--- src/logic/sdcr_defs.svh ---
// Offsets, field positions, reset values and encodings of the socket DMA configuration registers
`ifndef SDCR_DEFS_SVH
`define SDCR_DEFS_SVH
`define SDCR_ADDR_W 8
`define SDCR_OFF_PIN_SEL 8'h94
`define SDCR_OFF_WINDOW 8'h98
`define SDCR_RST_PIN_SEL 32'h0000_0000
`define SDCR_RST_WINDOW 32'h0000_0000
`define SDCR_PIN_LSB 0
`define SDCR_PIN_MSB 1
`define SDCR_BASE_LSB 4
`define SDCR_BASE_MSB 15
`define SDCR_EXT_BIT 3
`define SDCR_WIDTH_LSB 1
`define SDCR_WIDTH_MSB 2
`define SDCR_EN_BIT 0
`define SDCR_PIN_NONE 2'h0
`define SDCR_PIN_SPKR 2'h1
`define SDCR_PIN_IOIS16 2'h2
`define SDCR_PIN_INPACK 2'h3
`define SDCR_WIDTH_8 2'h0
`define SDCR_WIDTH_16 2'h1
`endif

--- src/logic/sdcr_pkg.sv ---
// Types shared by the socket DMA configuration registers
package sdcr_pkg;
  typedef struct packed {
    logic [31:0] addr;
    logic        valid;
  } sdcr_io_req_s;
  typedef struct packed {
    logic spkr;
    logic iois16;
    logic inpack;
  } sdcr_card_pins_s;
endpackage : sdcr_pkg

--- src/logic/sdcr_regs.sv ---
// Socket DMA configuration registers with APB slave and window decode
//
// Contract
// Pin-select register bits 31..2 read zero and ignore writes.
// Card DMA request comes from SPKR, IOIS16 or INPACK per the pin field, 00 meaning no DMA.
// Window register bits 31..16 read zero and are not writable.
// Base field bits 15..4 give address bits 15..4 of the window.
// Address bits 31..16 must be zero for a window hit, keeping it in the low 64K.
// The window is 16-byte aligned, 16 bytes long, low four base bits fixed zero.
// The extended-addressing bit 3 reads zero and ignores writes.
// Width field 00 is 8-bit, 01 is 16-bit, 10 and 11 are reserved.
// No card-side transfer is wider than 16 bits.
// The decode-enable bit gates window decoding, off after reset.
// A hit needs enable set, high address zero and bits 15..4 equal to the base.
//
// Design decision made here: the APB interface to the registers.
`timescale 1ns/1ps
`include "sdcr_defs.svh"
module sdcr_regs (
  input wire logic CLK,
  input wire logic ARST_N,
  input wire logic PSEL,
  input wire logic PENABLE,
  input wire logic PWRITE,
  input wire logic [31:0] PADDR,
  input wire logic [31:0] PWDATA,
  input wire logic [3:0] PSTRB,
  output logic [31:0] PRDATA,
  output logic PREADY,
  output logic PSLVERR,
  input wire sdcr_pkg::sdcr_card_pins_s CARD_PINS,
  input wire sdcr_pkg::sdcr_io_req_s IO_REQ,
  output logic DMA_REQUEST,
  output logic WINDOW_HIT,
  output logic WIDTH_16,
  output logic WIDTH_RESERVED
);
  import sdcr_pkg::*;

  // ----------------------------------------
  // Reset release
  // ----------------------------------------
  logic rst_meta;
  logic rst_n;
  always_ff @(posedge CLK or negedge ARST_N) begin
    if (!ARST_N) begin
      rst_meta <= 1'b0;
      rst_n <= 1'b0;
    end else begin
      rst_meta <= 1'b1;
      rst_n <= rst_meta;
    end
  end

  // ----------------------------------------
  // APB decode
  // ----------------------------------------
  logic [1:0] request_pin_select;
  logic [11:0] window_base_field;
  logic [1:0] transfer_width_field;
  logic window_decode_enable;
  logic [31:0] pin_reg_value;
  logic [31:0] window_reg_value;
  logic setup;
  logic hit_pin;
  logic hit_win;

  function automatic logic [31:0] merge_strb(input logic [31:0] old_v, input logic [31:0] new_v,
                                             input logic [3:0] strb);
    logic [31:0] r;
    r = old_v;
    for (int i = 0; i < 4; i++) begin
      if (strb[i]) begin
        r[i*8 +: 8] = new_v[i*8 +: 8];
      end
    end
    return r;
  endfunction : merge_strb

  assign setup = PSEL && !PENABLE;
  assign hit_pin = (PADDR[`SDCR_ADDR_W-1:0] == `SDCR_OFF_PIN_SEL) && (PADDR[31:`SDCR_ADDR_W] == '0);
  assign hit_win = (PADDR[`SDCR_ADDR_W-1:0] == `SDCR_OFF_WINDOW) && (PADDR[31:`SDCR_ADDR_W] == '0);
  assign pin_reg_value = {30'h0, request_pin_select};
  assign window_reg_value = {16'h0, window_base_field, 1'b0, transfer_width_field,
                             window_decode_enable};

  // Ready one cycle after setup: access phase always completes in its first cycle
  always_ff @(posedge CLK or negedge rst_n) begin
    if (!rst_n) begin
      PREADY <= 1'b0;
      PSLVERR <= 1'b0;
      PRDATA <= 32'h0;
    end else begin
      PREADY <= setup;
      PSLVERR <= setup && !hit_pin && !hit_win;
      if (setup && !PWRITE) begin
        PRDATA <= hit_pin ? pin_reg_value : (hit_win ? window_reg_value : 32'h0);
      end
    end
  end

  // ----------------------------------------
  // Register writes
  // ----------------------------------------
  logic wr_fire;
  logic [31:0] pin_new;
  logic [31:0] win_new;
  assign wr_fire = PSEL && PENABLE && PREADY && PWRITE;
  assign pin_new = merge_strb(pin_reg_value, PWDATA, PSTRB);
  assign win_new = merge_strb(window_reg_value, PWDATA, PSTRB);

  always_ff @(posedge CLK or negedge rst_n) begin
    if (!rst_n) begin
      request_pin_select <= `SDCR_PIN_NONE;
    end else if (wr_fire && hit_pin) begin
      request_pin_select <= pin_new[`SDCR_PIN_MSB:`SDCR_PIN_LSB];
    end
  end

  always_ff @(posedge CLK or negedge rst_n) begin
    if (!rst_n) begin
      window_base_field <= 12'h0;
      transfer_width_field <= `SDCR_WIDTH_8;
      window_decode_enable <= 1'b0;
    end else if (wr_fire && hit_win) begin
      window_base_field <= win_new[`SDCR_BASE_MSB:`SDCR_BASE_LSB];
      transfer_width_field <= win_new[`SDCR_WIDTH_MSB:`SDCR_WIDTH_LSB];
      window_decode_enable <= win_new[`SDCR_EN_BIT];
    end
  end

  // ----------------------------------------
  // Card request pin selection
  // ----------------------------------------
  logic [2:0] pin_meta;
  logic [2:0] pin_sync;
  always_ff @(posedge CLK or negedge rst_n) begin
    if (!rst_n) begin
      pin_meta <= 3'h0;
      pin_sync <= 3'h0;
    end else begin
      pin_meta <= {CARD_PINS.inpack, CARD_PINS.iois16, CARD_PINS.spkr};
      pin_sync <= pin_meta;
    end
  end

  always_ff @(posedge CLK or negedge rst_n) begin
    if (!rst_n) begin
      DMA_REQUEST <= 1'b0;
    end else begin
      case (request_pin_select)
        `SDCR_PIN_SPKR: DMA_REQUEST <= pin_sync[0];
        `SDCR_PIN_IOIS16: DMA_REQUEST <= pin_sync[1];
        `SDCR_PIN_INPACK: DMA_REQUEST <= pin_sync[2];
        default: DMA_REQUEST <= 1'b0;
      endcase
    end
  end

  // ----------------------------------------
  // Window decode and width
  // ----------------------------------------
  always_ff @(posedge CLK or negedge rst_n) begin
    if (!rst_n) begin
      WINDOW_HIT <= 1'b0;
      WIDTH_16 <= 1'b0;
      WIDTH_RESERVED <= 1'b0;
    end else begin
      WINDOW_HIT <= IO_REQ.valid && window_decode_enable
                    && (IO_REQ.addr[31:16] == 16'h0)
                    && (IO_REQ.addr[15:4] == window_base_field);
      WIDTH_16 <= (transfer_width_field == `SDCR_WIDTH_16);
      WIDTH_RESERVED <= transfer_width_field[1];
    end
  end
endmodule : sdcr_regs

--- config.mk ---
export PLATFORM = sky130hd
export DESIGN_NAME = sdcr_regs
export DESIGN_NICKNAME = d
export VERILOG_FILES = /design/src/logic/sdcr_pkg.sv /design/src/logic/sdcr_regs.sv
export VERILOG_INCLUDE_DIRS = /design/src /design/src/logic
export SDC_FILE = /design/constraint.sdc
export NUM_CORES = 1
export LEC_CHECK = 0
export BUFFER_PORTS_ARGS = -buffer_cell sky130_fd_sc_hd__buf_4
export CORE_ASPECT_RATIO = 1.1
export CORE_MARGIN = 3
export CORE_UTILIZATION = 40
export DETAILED_ROUTE_END_ITERATION = 12
export PLACE_DENSITY = 0.77
export SETUP_SLACK_MARGIN = 0.02
export SYNTH_ARGS = -nofsm -noshare
export SYNTH_HDL_FRONTEND = slang
export SYNTH_SLANG_ARGS = --single-unit
--- constraint.sdc ---
create_clock -name CLK -period 1.87 [get_ports CLK]
set_clock_uncertainty 0.1 [all_clocks]
set_input_delay 0.0935 -clock CLK [delete_from_list [all_inputs] [get_ports CLK]]
set_output_delay 0.0935 -clock CLK [all_outputs]
set_load 0.01 [all_outputs]
======== Word-level counts from Yosys, hierarchy flattened ========
Cells that the tools add are included.
word-level totals
  word-level logic and storage cells ...... 49
  output and inout port bits .............. 38
  input bits .............................. 109
  bits in registers ....................... 63
cells by class
  reduce and logical (&&, ||, !) cells .... 23
  eq/ne operators ......................... 7
  muxes and demuxes ....................... 3
operator list
  cell                                           count
  two-way mux 16 bit                             2
  logical NOT 24 bit                             1
  == test 8 bit, second input constant           2
  logical NOT 16 bit                             1
  logical AND 1 bit                              14
  == test 12 bit                                 1
  AND reduction 2 bit                            3
  == test 2 x 1 -> 1 bit, second input constant  2
  == test 2 bit, second input constant           2
  logical NOT 1 bit                              4
  case mux 1 bit (3 select lines)                1

======== Depth between registers and ports, before layout ========
  depth after elaboration ................. 5
  mapped depth ............................ 6

======== Least setup slack after synthesis ========
Ideal clock, no wire load.
  path type ............................... in2reg
  start ................................... input port PADDR[14]
  end ..................................... register window_base_field[10]
  path slack .............................. 0.098 ns
  stages on the path ...................... 4
  setup time .............................. 0.125 ns
  buffers on the path ..................... 0
  data required time ...................... 1.645 ns
  data arrival time ....................... 1.547 ns
  cells stage by stage .................... nor4_4 -> nand4_4 -> nor4_4 -> mux2_4
on the way
  word-level cells in the longest chain between the ends .. 4
ends and longest elaborated chain
  element                               line              RTL
  from (decl)                           sdcr_regs.sv:25   input wire logic [31:0] PADDR,
  logical NOT 24 bit                    sdcr_regs.sv:82   assign hit_win = (PADDR[`SDCR_ADDR_W-1:0] == `SDCR_OFF_WINDOW) && (PADDR[31:`SDCR_ADDR_W] == '0);
  logical AND 1 bit                     sdcr_regs.sv:82
  logical AND 1 bit                     sdcr_regs.sv:125  end else if (wr_fire && hit_win) begin
  AND reduction 2 bit (no source line)  n/a
  to (signal assigned)                  sdcr_regs.sv:126  window_base_field <= win_new[`SDCR_BASE_MSB:`SDCR_BASE_LSB];
  to (decl)                             sdcr_regs.sv:59   logic [11:0] window_base_field;
Every way passes these cells.
A chain may end at the register's enable or synchronous reset.

======== Final worst setup path ========
  start ................................... input port PENABLE
  end ..................................... register window_base_field[10]
on the way
  word-level cells in the longest chain between the ends .. 5
ends and longest elaborated chain
  element                               line              RTL
  from (decl)                           sdcr_regs.sv:23   input wire logic PENABLE,
  logical AND 1 bit (3 in series)       sdcr_regs.sv:108  assign wr_fire = PSEL && PENABLE && PREADY && PWRITE;
  logical AND 1 bit                     sdcr_regs.sv:125
  AND reduction 2 bit (no source line)  n/a
Every way passes these cells.

==> flow_summary.json <==
{
  "status": "finished, violations left",
  "violations": "negative hold slack",
  "setup_viol": 0,
  "grt_pass1_wl_um": 9273,
  "initial_core_util_pct": 41.66,
  "intPower_mw": 1.440,
  "synth_edf_count": 0,
  "max_freq_mhz": 586.8,
  "drv_cap": 0,
  "port_buffers": 106,
  "grt_use_total_pct": 18.11,
  "synth_area_leaders": "dfrtp_1 51%, nor4_4 6.6%, buf_4 5.6%, nand2_1 5.6%, mux2_4 5.3%",
  "post_cts_buffers": 0,
  "power_switching_mw": 0.4307,
  "clk_pin_slew_ns": 0.08,
  "cp_slowest_cell": "dlygate4sd3_1",
  "chipHeight_um": 84.87,
  "syn_inst": 188,
  "area_growth_pct": 56.14,
  "die_width_um": 77.70,
  "fin_area_mm2": 0.003532,
  "synth_top_area_share_pct": 50.88,
  "syn_area_per_cell_um2": 12.03,
  "path_buf_inv": 3,
  "synth_flop_cell": "dfrtp_1",
  "first_iter_violations": 74,
  "grt_max_degree": 45,
  "ctsHtreeMaxLevel": 2,
  "grt_pass1_vias": 1963,
  "hold_path_class": "in2reg",
  "maxSlewHeadroom_pct": 64.51,
  "vias": 1892,
  "p_sw_share_pct": 23.02,
  "powerDensity_mw_per_mm2": 529.6,
  "pwr-share-comb_pct": 16.2,
  "clkPwrFrac_pct": 29.9,
  "row_count": 28,
  "tightest_slew_ns": 0.5324,
  "routed_wl_um": 5947,
  "antenna_cells": 0,
  "synth-seq-cells": 46,
  "critPathMaxStageDelay_ns": 0.53,
  "tns_ns": 0,
  "crit_chain": "dlygate4sd3_1, buf_4, and4_1, nand2_1, nor4_4, buf_12, mux2_4",
  "clock_sinks": 46,
  "synth.distinct_cells": 29,
  "via_per_inst": 4.637,
  "synthArstFlopShare_pct": 100.0,
  "worstSkewPairLatency_ns": 0.29,
  "final_nets": 442,
  "dp_hpwl_um": 4252,
  "seq_area_frac_synth_pct": 50.88,
  "cp.arrival_ns": 1.79,
  "cts_buffers": 5,
  "layout_commonest_cell": "buf_4",
  "drive_gt1_share_pct": 42.94,
  "p_leak_nw": 1.683,
  "clockRootBuffer": "clkbuf_8",
  "synth_area_mm2": 0.002262,
  "fin_crit_sh_pct": 91.13,
  "ios": 147,
  "most-common-layout-cells": "110 x buf_4, 45 x dfrtp_1, 34 x nand2_1",
  "yosysWarnings": 0,
  "place.gp.congestion": 0.7649,
  "min_period_ns": 1.704,
  "synth_top_area_cell": "dfrtp_1",
  "antenna_found_initial": 0,
  "hold_ws_ns": -0.01646,
  "rsz0062_at_grt": "no",
  "drc": 0,
  "core_area_mm2": 0.005430,
  "slew_viol_final": 0,
  "path_class": "in2reg",
  "grt_overflow_total": 0,
  "final.fill_count": 415,
  "start_kind": "input pin",
  "worstPathRequired_ns": 1.95,
  "endpoint_kind": "flip-flop",
  "peakVddDrop_mv": 0.5356,
  "first_pass_iters": 4,
  "placed_area_mm2": 0.003120,
  "wl_per_cell_um": 14.58,
  "power_frac_seq_pct": 53.8,
  "final_antenna_net_count": 0,
  "cp_max_fo": 8,
  "cts_tree": "done",
  "die-area_mm2": 0.006594,
  "cts_buffer_depth": 2,
  "hold_viol": 1,
  "critPathTopFamily": "buffers and inverters"
}
cells by family (layout without fill, tap and decap cells):
family | count (synthesis) | after routing | synth area share, %
compound gates | 19 | 19 | 4.756
xor+xnor | 12 | 12 | 4.646
buf+inv | 21 | 150 | 6.305
flops | 46 | 46 | 50.88
mux | 18 | 18 | 10.29
other cells | 2 | 18 | 0.3320
simple gates | 70 | 70 | 22.79
tightest hold or removal path, stage by stage:
cell	delay (ns)
buf_4	0.08
nor3_1	0.04
nand4_1	0.08
nor4_2	0.05
metal layers:
layer / global-route usage (%) / up-vias / share of wire, %
met4: 4.369 / 0 / 0.82
met3: 5.202 / 6 / 5.1
met1: 19.03 / 911 / 36
li1: - / 908 / -
met2: 34.97 / 67 / 58
met5: 0 / - / 0
cells in the mapped netlist (all sizes together) (3+ instances only):
cell type  number
nor4           11
xnor2          11
mux2           18
clkbuf          4
buf            17
nand2          34
nand4           5
dfrtp          46
nand3           3
nor2b           5
o21ai          14
final timing paths:
| kind | start | end | slack [ns] | cells after the start |
|---|---|---|---|---|
| setup / recovery | PENABLE | window_base_field[10] | 0.17 | 7 |
| hold / removal | IO_REQ[24] | WINDOW_HIT | -0.02 | 4 |
| setup reg to reg | window_base_field[3] | WINDOW_HIT | 0.21 | 4 |
| hold reg to reg | rst_n | window_base_field[9] | 0.23 | 1 |
| max in group asynchronous | rst_n | PRDATA[15] | 1.08 | 1 |
| min in group asynchronous | ARST_N | rst_n | 0 | 2 |
power groups by stage:
stage,Combinational [mW],Clock (mW),Sequential [mW]
2_1_floorplan,0.0860,0,1.04
3_3_place_gp,0.243,0,1.03
3_5_place_dp,0.249,0,1.03
4_1_cts,0.300,0.573,1.01
5_1_grt,0.327,0.618,1.01
6_report,0.304,0.560,1.01
per-stage QoR:
stage / utilization, % / hold slack, ns / std cells / total power, mW / setup WS, ns
floorplan: - / -0.3021 / 204 / 1.127 / 0.09766
global placement: 57.47 / -0.2245 / 369 / 1.270 / 0.06003
detailed placement: 57.47 / -0.2231 / 369 / 1.276 / 0.01535
CTS: 65.00 / 0.001358 / 409 / 1.880 / 0.1149
global route: 65.05 / 0.006213 / 408 / 1.954 / 0.08508
finish: 65.05 / -0.01646 / 408 / 1.871 / 0.1659
timing repair:
| action | 4_1_cts | 5_1_grt |
|---|---|---|
| endpoints found under the setup margin | 0 | 1 |
| hold buffers | 33 | 0 |
| resized for setup | 0 | 2 |
| endpoints found under the hold margin | 25 | 0 |
registers in the layout, indices dropped and copies added, names as in the netlist, 2 cells and up:
signal,cells
pin_sync,3
request_pin_select,2
transfer_width_field,2
pin_meta,3
PRDATA,15
window_base_field,12
layout make-up:
class                      instances  area, um^2  share of cell area [%]
clock buffer                       5       68.82                   1.948
sequential                        46        1152                   32.62
timing repair buffer             143        1166                   33.01
tap                               75       93.84                   2.657
clock inverter                     2       10.01                  0.2834
multi-input combinational        137        1041                   29.47
No activity file was read; power rests on OpenSTA's default activity.
